--- src/lsf_pkg.sv ---
// constants, field layout and carrier types of the line status flag block
package lsf_pkg;

    // data width and default queue depths
    localparam int DATA_W     = 8;
    localparam int RX_DEPTH   = 16;
    localparam int TX_DEPTH   = 16;

    // byte offsets on the register bus
    localparam logic [5:0] OFS_DATA       = 6'h00;
    localparam logic [5:0] OFS_LINE_STAT  = 6'h04;
    localparam logic [5:0] OFS_CONTROL    = 6'h08;
    localparam logic [5:0] OFS_IRQ_STATUS = 6'h0C;
    localparam logic [5:0] OFS_IRQ_ENABLE = 6'h10;
    localparam logic [5:0] OFS_IRQ_CLEAR  = 6'h14;

    // serial_line_status bit positions
    localparam int LS_DATA_READY = 0;
    localparam int LS_OVERRUN    = 1;
    localparam int LS_PARITY     = 2;
    localparam int LS_FRAMING    = 3;
    localparam int LS_BREAK      = 4;
    localparam int LS_THR_EMPTY  = 5;
    localparam int LS_TX_EMPTY   = 6;
    localparam int LS_FIFO_ERR   = 7;

    // control register fields and reset values
    localparam int         CTRL_FIFO_MODE  = 0;
    localparam logic       FIFO_MODE_RESET = 1'b0;

    // interrupt status, enable and clear layout
    localparam int         IRQ_W           = 3;
    localparam int         IRQ_THR_EMPTY   = 0;
    localparam int         IRQ_RX_READY    = 1;
    localparam int         IRQ_LINE_ERR    = 2;
    localparam logic [2:0] IRQ_EN_RESET    = 3'h0;

    // break detection: one character frame at the default line rate
    localparam int CLK_PERIOD_NS = 10;
    localparam int FRAME_TIME_NS = 86800;
    localparam int BREAK_CYCLES  = (FRAME_TIME_NS + CLK_PERIOD_NS - 1) / CLK_PERIOD_NS;

    // one received character with its error marks
    typedef struct packed {
        logic              brk;
        logic              frame_err;
        logic              parity_err;
        logic [DATA_W-1:0] data;
    } lsf_rx_char_t;

    function automatic logic has_error(input lsf_rx_char_t c);
        return c.brk | c.frame_err | c.parity_err;
    endfunction

endpackage

--- src/lsf_rx_fifo.sv ---
// receive queue holding characters with per-entry error marks
`timescale 1ns/1ps
`default_nettype none
module lsf_rx_fifo #(
    parameter int DEPTH = lsf_pkg::RX_DEPTH,
    parameter int CW    = $clog2(DEPTH + 1),
    parameter int AW    = (DEPTH > 1) ? $clog2(DEPTH) : 1
) (
    // clock and reset
    input  wire logic                 clk_in,
    input  wire logic                 reset_in,
    // fill side
    input  wire logic                 push_in,
    input  wire lsf_pkg::lsf_rx_char_t push_char_in,
    input  wire logic [CW-1:0]        limit_in,
    // drain side
    input  wire logic                 pop_in,
    output lsf_pkg::lsf_rx_char_t     head_out,
    // state
    output logic                      full_out,
    output logic                      empty_out,
    output logic                      err_any_out,
    output logic [CW-1:0]             count_out
);

    lsf_pkg::lsf_rx_char_t mem      [DEPTH];
    lsf_pkg::lsf_rx_char_t next_mem [DEPTH];
    logic [AW-1:0]         wr_ptr;
    logic [AW-1:0]         rd_ptr;
    logic [CW-1:0]         count;
    logic [CW-1:0]         err_count;
    logic [AW-1:0]         next_wr_ptr;
    logic [AW-1:0]         next_rd_ptr;
    logic [CW-1:0]         next_count;
    logic [CW-1:0]         next_err_count;
    logic                  do_push;
    logic                  do_pop;

    function automatic logic [AW-1:0] wrap(input logic [AW-1:0] p);
        return (p == AW'(DEPTH - 1)) ? '0 : p + AW'(1);
    endfunction

    assign full_out    = (count >= limit_in);
    assign empty_out   = (count == '0);
    assign err_any_out = (err_count != '0);
    assign count_out   = count;
    assign head_out    = mem[rd_ptr];
    assign do_push     = push_in && !full_out;
    assign do_pop      = pop_in && !empty_out;

    always_comb
    begin
        next_mem       = mem;
        next_wr_ptr    = wr_ptr;
        next_rd_ptr    = rd_ptr;
        next_count     = count;
        next_err_count = err_count;
        if (do_push)
        begin
            next_mem[wr_ptr] = push_char_in;
            next_wr_ptr      = wrap(wr_ptr);
        end
        if (do_pop)
            next_rd_ptr = wrap(rd_ptr);
        if (do_push && !do_pop)
            next_count = count + CW'(1);
        else if (!do_push && do_pop)
            next_count = count - CW'(1);
        // errored entries are counted so the summary drops only when none remain
        if ((do_push && lsf_pkg::has_error(push_char_in)) && !(do_pop && lsf_pkg::has_error(head_out)))
            next_err_count = err_count + CW'(1);
        else if (!(do_push && lsf_pkg::has_error(push_char_in)) && (do_pop && lsf_pkg::has_error(head_out)))
            next_err_count = err_count - CW'(1);
    end

    always_ff @(posedge clk_in)
    begin
        mem <= next_mem;
        if (reset_in)
        begin
            wr_ptr    <= '0;
            rd_ptr    <= '0;
            count     <= '0;
            err_count <= '0;
        end
        else
        begin
            wr_ptr    <= next_wr_ptr;
            rd_ptr    <= next_rd_ptr;
            count     <= next_count;
            err_count <= next_err_count;
        end
    end

endmodule
`default_nettype wire

--- src/lsf_top.sv ---
// line status flags of one serial channel with its Wishbone register slave
`timescale 1ns/1ps
`default_nettype none
module lsf_top #(
    parameter int RX_DEPTH     = lsf_pkg::RX_DEPTH,
    parameter int TX_DEPTH     = lsf_pkg::TX_DEPTH,
    parameter int BREAK_CYCLES = lsf_pkg::BREAK_CYCLES
) (
    // clock and reset
    input  wire logic                  CORE_CLK_IN,
    input  wire logic                  RESET_IN,
    // wishbone slave
    input  wire logic                  WB_CYC_IN,
    input  wire logic                  WB_STB_IN,
    input  wire logic                  WB_WE_IN,
    input  wire logic [5:0]            WB_ADR_IN,
    input  wire logic [3:0]            WB_SEL_IN,
    input  wire logic [31:0]           WB_DAT_IN,
    output logic [31:0]                WB_DAT_OUT,
    output logic                       WB_ACK_OUT,
    // receiver side
    input  wire logic                  RX_SERIAL_IN,
    input  wire logic                  RX_CHAR_VALID_IN,
    input  wire lsf_pkg::lsf_rx_char_t RX_CHAR_IN,
    // transmit shifter side
    output logic [7:0]                 TX_DATA_OUT,
    output logic                       TX_VALID_OUT,
    input  wire logic                  TX_TAKE_IN,
    input  wire logic                  TSR_BUSY_IN,
    // interrupt
    output logic                       IRQ_OUT
);

    localparam int RCW = $clog2(RX_DEPTH + 1);
    localparam int TCW = $clog2(TX_DEPTH + 1);
    localparam int TAW = (TX_DEPTH > 1) ? $clog2(TX_DEPTH) : 1;
    localparam int BW  = $clog2(BREAK_CYCLES + 1);

    typedef enum logic [2:0] {
        BRK_IDLE  = 3'b001,
        BRK_COUNT = 3'b010,
        BRK_HELD  = 3'b100
    } lsf_brk_state_t;

    // bus decode
    logic        ack;
    logic [31:0] rd_data;
    logic        next_ack;
    logic [31:0] next_rd_data;
    logic        take;
    logic        wr_take;
    logic        rd_take;
    logic [7:0]  line_status;

    // control, overrun and interrupt state
    logic                    fifo_mode;
    logic [lsf_pkg::IRQ_W-1:0] irq_en;
    logic [lsf_pkg::IRQ_W-1:0] irq_status;
    logic                    irq;
    logic                    overrun;
    logic                    next_fifo_mode;
    logic [lsf_pkg::IRQ_W-1:0] next_irq_en;
    logic [lsf_pkg::IRQ_W-1:0] next_irq_status;
    logic                    next_irq;
    logic                    next_overrun;

    // transmit queue
    logic [7:0]     tx_mem      [TX_DEPTH];
    logic [7:0]     next_tx_mem [TX_DEPTH];
    logic [TAW-1:0] tx_wr;
    logic [TAW-1:0] tx_rd;
    logic [TCW-1:0] tx_count;
    logic [TAW-1:0] next_tx_wr;
    logic [TAW-1:0] next_tx_rd;
    logic [TCW-1:0] next_tx_count;
    logic           tx_push;
    logic           tx_pop;

    // receive path and break detection
    logic                  rx_meta;
    logic                  rx_line;
    lsf_brk_state_t        brk_state;
    lsf_brk_state_t        next_brk_state;
    logic [BW-1:0]         brk_count;
    logic [BW-1:0]         next_brk_count;
    logic                  brk_push;
    logic                  rx_push;
    lsf_pkg::lsf_rx_char_t rx_push_char;
    lsf_pkg::lsf_rx_char_t rx_head;
    logic                  rx_full;
    logic                  rx_empty;
    logic                  rx_err_any;
    logic [RCW-1:0]        rx_count;
    logic                  rx_pop;

    function automatic logic [TAW-1:0] tx_wrap(input logic [TAW-1:0] p);
        return (p == TAW'(TX_DEPTH - 1)) ? '0 : p + TAW'(1);
    endfunction

    assign take    = WB_CYC_IN && WB_STB_IN && !ack;
    assign wr_take = take && WB_WE_IN && WB_SEL_IN[0];
    assign rd_take = take && !WB_WE_IN;

    // line status assembled from live queue and shifter state, except the overrun bit, which is the registered sticky flag
    always_comb
    begin
        line_status                         = 8'h00;
        line_status[lsf_pkg::LS_FIFO_ERR]   = rx_err_any;
        line_status[lsf_pkg::LS_TX_EMPTY]   = (tx_count == '0) && !TSR_BUSY_IN;
        line_status[lsf_pkg::LS_THR_EMPTY]  = (tx_count == '0);
        line_status[lsf_pkg::LS_BREAK]      = !rx_empty && rx_head.brk;
        line_status[lsf_pkg::LS_FRAMING]    = !rx_empty && rx_head.frame_err;
        line_status[lsf_pkg::LS_PARITY]     = !rx_empty && rx_head.parity_err;
        line_status[lsf_pkg::LS_OVERRUN]    = overrun;
        line_status[lsf_pkg::LS_DATA_READY] = !rx_empty;
    end

    // bus answer: ack registered one cycle after the request, unmapped reads give zero
    always_comb
    begin
        next_ack     = WB_CYC_IN && WB_STB_IN && !ack;
        next_rd_data = 32'h0000_0000;
        if (rd_take)
        begin
            unique case (WB_ADR_IN)
                lsf_pkg::OFS_DATA:       next_rd_data = {24'h00_0000, rx_head.data};
                lsf_pkg::OFS_LINE_STAT:  next_rd_data = {24'h00_0000, line_status};
                lsf_pkg::OFS_CONTROL:    next_rd_data = {31'h0000_0000, fifo_mode};
                lsf_pkg::OFS_IRQ_STATUS: next_rd_data = {29'h0000_0000, irq_status};
                lsf_pkg::OFS_IRQ_ENABLE: next_rd_data = {29'h0000_0000, irq_en};
                default:                 next_rd_data = 32'h0000_0000;
            endcase
        end
    end

    always_ff @(posedge CORE_CLK_IN)
    begin
        if (RESET_IN)
        begin
            ack     <= 1'b0;
            rd_data <= 32'h0000_0000;
        end
        else
        begin
            ack     <= next_ack;
            rd_data <= next_rd_data;
        end
    end

    assign WB_ACK_OUT = ack;
    assign WB_DAT_OUT = rd_data;

    // control, overrun and interrupt; hardware sets win over clears
    always_comb
    begin
        next_fifo_mode  = fifo_mode;
        next_irq_en     = irq_en;
        next_irq_status = irq_status;
        next_overrun    = overrun;
        if (wr_take && WB_ADR_IN == lsf_pkg::OFS_CONTROL)
            next_fifo_mode = WB_DAT_IN[lsf_pkg::CTRL_FIFO_MODE];
        if (wr_take && WB_ADR_IN == lsf_pkg::OFS_IRQ_ENABLE)
            next_irq_en = WB_DAT_IN[lsf_pkg::IRQ_W-1:0];
        if (wr_take && WB_ADR_IN == lsf_pkg::OFS_IRQ_CLEAR)
            next_irq_status = irq_status & ~WB_DAT_IN[lsf_pkg::IRQ_W-1:0];
        // overrun clears on a status read, never on a write to it
        if (rd_take && WB_ADR_IN == lsf_pkg::OFS_LINE_STAT)
            next_overrun = 1'b0;
        if (rx_push && rx_full)
            next_overrun = 1'b1;
        if (line_status[lsf_pkg::LS_THR_EMPTY])
            next_irq_status[lsf_pkg::IRQ_THR_EMPTY] = 1'b1;
        if (rx_push && !rx_full)
            next_irq_status[lsf_pkg::IRQ_RX_READY] = 1'b1;
        if ((rx_push && rx_full) || (rx_push && lsf_pkg::has_error(rx_push_char)))
            next_irq_status[lsf_pkg::IRQ_LINE_ERR] = 1'b1;
        next_irq = |(next_irq_status & next_irq_en);
    end

    always_ff @(posedge CORE_CLK_IN)
    begin
        if (RESET_IN)
        begin
            fifo_mode  <= lsf_pkg::FIFO_MODE_RESET;
            irq_en     <= lsf_pkg::IRQ_EN_RESET;
            irq_status <= '0;
            irq        <= 1'b0;
            overrun    <= 1'b0;
        end
        else
        begin
            fifo_mode  <= next_fifo_mode;
            irq_en     <= next_irq_en;
            irq_status <= next_irq_status;
            irq        <= next_irq;
            overrun    <= next_overrun;
        end
    end

    assign IRQ_OUT = irq;

    // transmit queue: one entry deep outside fifo mode, acting as holding register
    assign tx_push      = wr_take && (WB_ADR_IN == lsf_pkg::OFS_DATA)
                          && (tx_count < (fifo_mode ? TCW'(TX_DEPTH) : TCW'(1)));
    assign TX_VALID_OUT = (tx_count != '0);
    assign TX_DATA_OUT  = tx_mem[tx_rd];
    assign tx_pop       = TX_TAKE_IN && TX_VALID_OUT;

    always_comb
    begin
        next_tx_mem   = tx_mem;
        next_tx_wr    = tx_wr;
        next_tx_rd    = tx_rd;
        next_tx_count = tx_count;
        if (tx_push)
        begin
            next_tx_mem[tx_wr] = WB_DAT_IN[7:0];
            next_tx_wr         = tx_wrap(tx_wr);
        end
        if (tx_pop)
            next_tx_rd = tx_wrap(tx_rd);
        if (tx_push && !tx_pop)
            next_tx_count = tx_count + TCW'(1);
        else if (!tx_push && tx_pop)
            next_tx_count = tx_count - TCW'(1);
    end

    always_ff @(posedge CORE_CLK_IN)
    begin
        tx_mem <= next_tx_mem;
        if (RESET_IN)
        begin
            tx_wr    <= '0;
            tx_rd    <= '0;
            tx_count <= '0;
        end
        else
        begin
            tx_wr    <= next_tx_wr;
            tx_rd    <= next_tx_rd;
            tx_count <= next_tx_count;
        end
    end

    // serial input synchroniser
    always_ff @(posedge CORE_CLK_IN)
    begin
        if (RESET_IN)
        begin
            rx_meta <= 1'b1;
            rx_line <= 1'b1;
        end
        else
        begin
            rx_meta <= RX_SERIAL_IN;
            rx_line <= rx_meta;
        end
    end

    // break detector: count a full frame of low line, then wait for idle
    always_comb
    begin
        next_brk_state = brk_state;
        next_brk_count = brk_count;
        brk_push       = 1'b0;
        unique case (brk_state)
            BRK_IDLE:
            begin
                next_brk_count = BW'(1);
                if (!rx_line)
                    next_brk_state = BRK_COUNT;
            end
            BRK_COUNT:
            begin
                next_brk_count = brk_count + BW'(1);
                if (rx_line)
                    next_brk_state = BRK_IDLE;
                else if (brk_count == BW'(BREAK_CYCLES - 1))
                begin
                    brk_push       = 1'b1;
                    next_brk_state = BRK_HELD;
                end
            end
            BRK_HELD:
            begin
                if (rx_line)
                    next_brk_state = BRK_IDLE;
            end
        endcase
    end

    always_ff @(posedge CORE_CLK_IN)
    begin
        if (RESET_IN)
        begin
            brk_state <= BRK_IDLE;
            brk_count <= '0;
        end
        else
        begin
            brk_state <= next_brk_state;
            brk_count <= next_brk_count;
        end
    end

    // the break character takes the queue slot over a same-cycle receiver character
    assign rx_push      = brk_push || RX_CHAR_VALID_IN;
    assign rx_push_char = brk_push ? lsf_pkg::lsf_rx_char_t'{brk: 1'b1, frame_err: 1'b0,
                                                             parity_err: 1'b0, data: 8'h00}
                                   : RX_CHAR_IN;
    assign rx_pop       = rd_take && (WB_ADR_IN == lsf_pkg::OFS_DATA);

    lsf_rx_fifo #(
        .DEPTH        (RX_DEPTH)
    ) u_rx_fifo (
        .clk_in       (CORE_CLK_IN),
        .reset_in     (RESET_IN),
        .push_in      (rx_push),
        .push_char_in (rx_push_char),
        .limit_in     (fifo_mode ? RCW'(RX_DEPTH) : RCW'(1)),
        .pop_in       (rx_pop),
        .head_out     (rx_head),
        .full_out     (rx_full),
        .empty_out    (rx_empty),
        .err_any_out  (rx_err_any),
        .count_out    (rx_count)
    );

    a_err_summary_set: assert property (@(posedge CORE_CLK_IN) disable iff (RESET_IN)
        (rx_push && !rx_full && lsf_pkg::has_error(rx_push_char)) |=> line_status[lsf_pkg::LS_FIFO_ERR])
        else $error("error summary not set after errored character");
    a_err_summary_empty: assert property (@(posedge CORE_CLK_IN) disable iff (RESET_IN)
        rx_empty |-> !line_status[lsf_pkg::LS_FIFO_ERR])
        else $error("error summary set with empty receive queue");
    a_tx_empty_set: assert property (@(posedge CORE_CLK_IN) disable iff (RESET_IN)
        (tx_pop && tx_count == TCW'(1) && !tx_push) ##1 !TSR_BUSY_IN |-> line_status[lsf_pkg::LS_TX_EMPTY])
        else $error("transmit empty not set with nothing queued");
    a_tx_empty_clear: assert property (@(posedge CORE_CLK_IN) disable iff (RESET_IN)
        tx_push |=> !line_status[lsf_pkg::LS_TX_EMPTY])
        else $error("transmit empty still set after write");
    a_holding_clear: assert property (@(posedge CORE_CLK_IN) disable iff (RESET_IN)
        tx_push |=> !line_status[lsf_pkg::LS_THR_EMPTY]
                    && (tx_count == $past(tx_count) + TCW'(1) - TCW'($past(tx_pop))))
        else $error("holding empty not cleared by write");
    a_holding_set: assert property (@(posedge CORE_CLK_IN) disable iff (RESET_IN)
        (tx_pop && tx_count == TCW'(1) && !tx_push) |=> line_status[lsf_pkg::LS_THR_EMPTY])
        else $error("holding empty not set after last character moved");
    a_holding_irq: assert property (@(posedge CORE_CLK_IN) disable iff (RESET_IN)
        (line_status[lsf_pkg::LS_THR_EMPTY] && next_irq_en[lsf_pkg::IRQ_THR_EMPTY]) |=> IRQ_OUT)
        else $error("holding empty interrupt missing");
    a_break_once: assert property (@(posedge CORE_CLK_IN) disable iff (RESET_IN)
        brk_push |=> !brk_push [*8])
        else $error("second break character in one condition");
    a_break_low_line: assert property (@(posedge CORE_CLK_IN) disable iff (RESET_IN)
        brk_push |-> !rx_line && !$past(rx_line) && brk_state == BRK_COUNT)
        else $error("break pushed without low line");
    a_overrun_keep: assert property (@(posedge CORE_CLK_IN) disable iff (RESET_IN)
        (rx_push && rx_full && !rx_pop) |=> overrun && $stable(rx_count))
        else $error("overrun not flagged or queue disturbed");
    a_status_write: assert property (@(posedge CORE_CLK_IN) disable iff (RESET_IN)
        (wr_take && WB_ADR_IN == lsf_pkg::OFS_LINE_STAT && overrun) |=> overrun)
        else $error("status write altered overrun");
    a_head_framing: assert property (@(posedge CORE_CLK_IN) disable iff (RESET_IN)
        (rx_push && !rx_full && rx_empty && !rx_pop) |=> line_status[lsf_pkg::LS_FRAMING] == $past(rx_push_char.frame_err))
        else $error("framing flag does not follow head character");

endmodule
`default_nettype wire

--- config.mk ---
export PLATFORM = sky130hd
export DESIGN_NAME = lsf_top
export DESIGN_NICKNAME = d
export VERILOG_FILES = /design/src/lsf_pkg.sv /design/src/lsf_rx_fifo.sv /design/src/lsf_top.sv
export SDC_FILE = /design/constraint.sdc
export NUM_CORES = 1
export LEC_CHECK = 0
export BUFFER_PORTS_ARGS = -buffer_cell sky130_fd_sc_hd__buf_2
export CAP_MARGIN = 10
export CORE_MARGIN = 5
export CORE_UTILIZATION = 55
export DETAILED_ROUTE_END_ITERATION = 8
export PLACE_DENSITY_LB_ADDON = 0.05
export SLEW_MARGIN = 40
export SYNTH_ARGS = -nofsm -noshare
export SYNTH_HDL_FRONTEND = slang
export SYNTH_SLANG_ARGS = --single-unit
--- constraint.sdc ---
create_clock -name CORE_CLK_IN -period 11.65 [get_ports CORE_CLK_IN]
set_input_delay 3.495 -clock CORE_CLK_IN [delete_from_list [all_inputs] [get_ports CORE_CLK_IN]]
set_output_delay 3.495 -clock CORE_CLK_IN [all_outputs]
set_load 0.05 [all_outputs]
Word level (Yosys, flattened, before mapping):

Index checks and enable logic that the tools add are counted.
W data, S select, Z words.

* flip-flop bits (word level): 396
* input bits: 62
* output and inout port bits: 43

* add/sub/neg operators: 11
* multiplexer cells: 41
* reductions and logical operators: 57
* $lt $le $gt $ge: 8
* equality and inequality tests: 16
* bitwise operators: 12

Operators with widths (count)
* $bwmux W176: 1
* $bwmux W128: 1
* $bmux W11 S4: 1
* $demux W11 S4: 1
* $mux W11: 4
* $pmux W8 S5: 1
* $mux W5: 7
* $bmux W8 S4: 1
* $demux W8 S4: 1
* $logic_and A1 B1 Y1: 31
* $pmux W14 S2: 1
* $mux W8: 3
* $ge A5 B5 Y1 const B: 4
* $not A4 Y5: 4
* $mux W3: 6
* $add A4 B1 Y4 const B: 4
* $eq A4 B4 Y1 const B: 4
* $mux W4: 4
* $add A5 B1 Y5 const B: 3
* $sub A5 B1 Y5 const B: 3
* $add A14 B1 Y14 const B: 1
* $eq A14 B14 Y1 const B: 1
* $eq A6 B4 Y1 const B: 2
* $eq A6 B5 Y1 const B: 2
* 24 further kinds: 54

Depth between registers and ports, before layout:

* depth after elaboration: 12
* mapped depth: 16

By module:

Synthesis repeated with hierarchy kept, for this count alone.

* cell total of the unflattened synthesis: 959
* area total of the unflattened synthesis: 15647.5 um^2

Modules (own cells, without submodules)
* lsf_rx_fifo: cells each 428, times used 1, area an instance 7933.9 um^2, seq. area each 5645.4 um^2
* lsf_top: cells each 531, times used 1, area an instance 7713.6 um^2, seq. area each 4844.6 um^2

Worst setup path after synthesis:

Ideal clock, no wire load.

* path kind: input to register
* from: input WB_ADR_IN[1]
* to: register tx_count[4]
* path buffers: 1
* data arrival time: 6168 ps
* library setup time: 128 ps
* slack: 5355 ps
* stages on the path: 13
* cells stage by stage: or4_4 nor3_4 and4b_1 buf_4 ha_1 inv_1 ha_1 nor2b_1 o21a_1 or3_1 a21oi_1 xnor2_1 nor2_1

* cells in the longest elaborated chain, start to end: 6
* elaborated cells on any way between the ends: 8
* classes of those cells: mux: 1; reduce/logical: 7

Ends and longest elaborated chain
* start, declared: line lsf_top.sv:16 `input wire logic [5:0] WB_ADR_IN,`
* $logic_not A6 Y1 (*): line lsf_top.sv:203 `assign tx_push = wr_take && (WB_ADR_IN == lsf_pkg::OFS_DATA)`
* $logic_and A1 B1 Y1 (*): line lsf_top.sv:203
* $logic_and A1 B1 Y1 (*): line lsf_top.sv:204 `&& (tx_count < (fifo_mode ? TCW'(TX_DEPTH) : TCW'(1)));`
* net tx_push: line lsf_top.sv:76 `logic tx_push;`
* $logic_not A1 Y1: line lsf_top.sv:224 `else if (!tx_push && tx_pop)`
* $logic_and A1 B1 Y1: line lsf_top.sv:224
* $reduce_bool A2 Y1 (no line)
* end signal, assigned: line lsf_top.sv:241 `tx_count <= next_tx_count;`
* end, declared: line lsf_top.sv:72 `logic [TCW-1:0] tx_count;`

The timed path passes the listed nets; every way through them passes the cells marked *.
A chain may end at the register's enable or synchronous reset.

Final worst setup path:

* from: input WB_ADR_IN[1]
* to: register tx_count[4]

* cells in the longest elaborated chain, start to end: 6
* elaborated cells on any way between the ends: 8
* classes of those cells: mux: 1; reduce/logical: 7

Ends and longest elaborated chain (line)
* $logic_not A6 Y1 (*): lsf_top.sv:203
* $logic_and A1 B1 Y1 (*): lsf_top.sv:203
* $logic_and A1 B1 Y1 (*): lsf_top.sv:204
* $logic_not A1 Y1: lsf_top.sv:224
* $logic_and A1 B1 Y1: lsf_top.sv:224
* $reduce_bool A2 Y1 (no line)

Mark *: on every way between the ends. The rest lies on a longest branch, timed or not.

==> flow_summary.yaml <==
logic_synthesis:
  ys_top_cells_by_area: "edfxtp_1 (58%), mux4_2 (13%), dfxtp_1 (8.6%)"
  synth_area_per_cell_um2: 15.88
  ys_async_sr_fraction_pct: 0
  synthSimpleGateAreaFrac_pct: 8.103
  synth_edf_count: 304
  synthAdderAreaFrac_pct: 2.444
  synth_flop_cell: "edfxtp_1"
  netlist_top_cells_count: "edfxtp_1 (304), mux4_2 (90), nor2_1 (88)"
  synth_top_family_by_area: "multiplexers"
  synth.lib_cells_used.distinct: 70
  ys_seq_area_share_pct: 66.54
  muxShareOfSynthArea_pct: 13.75
  synth_warnings: 0
  synth_compound_area_share_pct: 4.683
  synth-seq-cells: 372
  synth_cells: 993
  synth_top_area_share_pct: 57.90
  netlist_area_um2: 15770
  synth_most_common_cell: "edfxtp_1"
  synth-xor-area-share_pct: 0.8889
  synth_top_area_cell: "edfxtp_1"
grt:
  track_usage_pct: 20.41
  overflow: 0
  grt_pass1_vias: 8440
  antenna_found_initial: 0
  grt_max_degree: 62
  grt_pass1_wl_mm: 49.56
route:
  dr.pass1.iters: 5
  drt_iter0_markers: 705
  drc: 0
  wl_per_cell_um: 21.73
  wirelength_mm: 31.97
  ant_nets: 0
  viasPerCell: 5.709
  num_vias: 8398
floorplanning:
  die_area_um2: 32150
  die_h_um: 179.3
  pin_count: 105
  rows: 62
  dieWidth_um: 179.3
  core_um2: 28470
  start_util_pct: 55.37
placed_design:
  io_buffers: 53
  gp_congestion: 0.8121
  dpl.hpwl_mm: 19.99
sta:
  setup_viol: 0
  tightest_slew_ns: 0.8050
  finalClockSkew_ns: 0.02366
  timing.fmax_mhz: 153.3
  min_period_ns: 6.524
  max_slew_margin_pct: 46.13
  whs_ns: 0.4113
  final_max_slew_viol_count: 0
  post-route-period-util_pct: 56.00
  finalHoldViolCount: 0
  rsz0062_at_grt: "false"
  setup_tns_ns: 0
layout:
  syn2layout_area_growth_pct: 12.02
  fillers: 2103
  layout-drive-gt1-share_pct: 24.10
  diodes: 0
  fin_nets: 1150
worst_setup_path:
  start_kind: "input port"
  crit_top_cell: "ha_1"
  cp_num_buf_inv: 2
  end_kind: "flop"
  required_ns: 12.02
  cp_max_fo: 9
  arrival_ns: 6.90
  crit_slowest_cell: "or4_4"
  cp_cell_sequence: "buf_2 -> or4_4 -> nor3_4 -> and4b_1 -> ha_1 -> inv_1 -> ha_1 -> nor2b_1 -> o21a_1 -> or3_1 -> a21oi_1 -> xnor2_1 -> nor2_1"
  path_delay_family: "simple AND/OR/NAND/NOR gates"
  critPathMaxStageDelay_ns: 0.58
  crit_type: "input port to flop"
clock_network:
  h-tree-depth: 2
  clock_latency_ns: 0.53
  cts_hold_buf: 0
  post_cts_buffers: 0
  tritoncts: "yes"
  cts.sinks: 372
  cts_root_buf: "clkbuf_16"
  cts_resized: 0
  numCtsBuffers: 40
  path_clk_slew_ns: 0.06
  clockBufferDepth: 3
min_path:
  worstHoldPathType: "flop to flop"
power_and_ir_drop:
  vdd_ir_drop_max_v: 0.0001323
  total_power_mw: 3.372
  p_leak_nw: 5.817
  power.density_nw_per_um2: 191.0
outcome:
  status: "complete, no violations"
job:
  cap_violations: 0
==> area by class of cell <==
cell class / instances / area (um2) / area share (%)
clock buffers: 44 / 1059 / 5.994
clock inverters: 26 / 235.2 / 1.332
inverters: 21 / 78.83 / 0.4464
multi-input cells: 549 / 4876 / 27.61
flip-flops and latches: 372 / 10500 / 59.44
well taps: 384 / 480.5 / 2.721
repair buffers: 75 / 434.2 / 2.459
==> routing by layer <==
layer / up-vias / track usage, % / wire length [um]
li1: 3921 / - / -
met4: 0 / 4.665 / 514
met2: 178 / 36.56 / 16850
met5: - / 0 / 0
met3: 45 / 2.699 / 1354
met1: 4254 / 26.88 / 13250
==> state kept, by name (all words and copies together) (netlist names), 4 cells and up <==
name,count
brk_count,14
u_rx_fifo.wr_ptr,4
tx_count,5
tx_mem,128
u_rx_fifo.count_out,5
WB_DAT_OUT,8
tx_wr,4
u_rx_fifo.err_count,5
u_rx_fifo.mem,176
u_rx_fifo.rd_ptr,4
tx_rd,4
==> path summary, 6_finish.rpt <==
| kind | to | cells after the start | slack [ns] | start |
|---|---|---|---|---|
| max | tx_count[4] | 13 | 5.13 | WB_ADR_IN[1] |
| min | rx_line | 1 | 0.41 | rx_meta |
| max reg2reg | u_rx_fifo.err_count[4] | 13 | 6.99 | brk_count[4] |
| min reg2reg | rx_line | 1 | 0.41 | rx_meta |
==> where the power goes <==
| group | switching, mW | leakage [nW] | internal [mW] | total (mW) |
|---|---|---|---|---|
| Clock | 0.497 | 0.638 | 0.742 | 1.24 |
| Sequential | 0.0421 | 3.29 | 1.49 | 1.53 |
| Combinational | 0.346 | 1.89 | 0.257 | 0.604 |
| Total | 0.886 | 5.82 | 2.49 | 3.37 |
==> cells by family (layout without fill, tap and decap cells) <==
group                    count (synthesis)  in the layout
AO/OA/AOI/OAI                          121            121
multiplexers                           104            104
buffers and inverters                   95            166
other                                    1             24
adder cells (fa/ha/maj)                 29             29
AND/OR/NAND/NOR                        255            255
XOR/XNOR                                16             16
flip-flops                             372            372
==> worst reg2reg max path: cells and delay by family (launching register included) <==
| kind | cells | cell delay (ns) |
|---|---|---|
| and+or+nand+nor | 5 | 2.68 |
| AOI/OAI and AO/OA | 4 | 0.70 |
| adders and majority gates | 2 | 0.61 |
| DFF | 1 | 0.40 |
| buffers and inverters | 1 | 0.11 |
| xor gates and xnor gates | 1 | 0.09 |
==> through the flow <==
stage / utilization, % / instances / setup WS [ns] / area [um2]
after floorplan: - / 1016 / 5.355 / 15850
after global placement: 57.33 / 1401 / 4.626 / 16320
after detailed placement: 57.47 / 1401 / 4.595 / 16360
after CTS: 62.01 / 1471 / 5.126 / 17650
after global routing: 62.03 / 1471 / 4.915 / 17660
final: 62.03 / 1471 / 5.126 / 17660
==> placed cells by master (no fill, tap or decap), types with 8 or more instances in the layout <==
cell / n
a21oi_1: 50
and2_1: 19
buf_2: 53
buf_4: 21
clkbuf_16: 42
clkinv_1: 10
clkinv_2: 9
conb_1: 24
dfxtp_1: 63
edfxtp_1: 304
ha_1: 26
inv_1: 20
mux2i_1: 13
mux4_2: 90
nand2_1: 61
nand2b_1: 8
nand3_1: 12
nor2_1: 80
nor3_1: 8
o21ai_0: 25
or3_1: 8
xor2_1: 9
No activity file was read; power rests on OpenSTA's default activity.
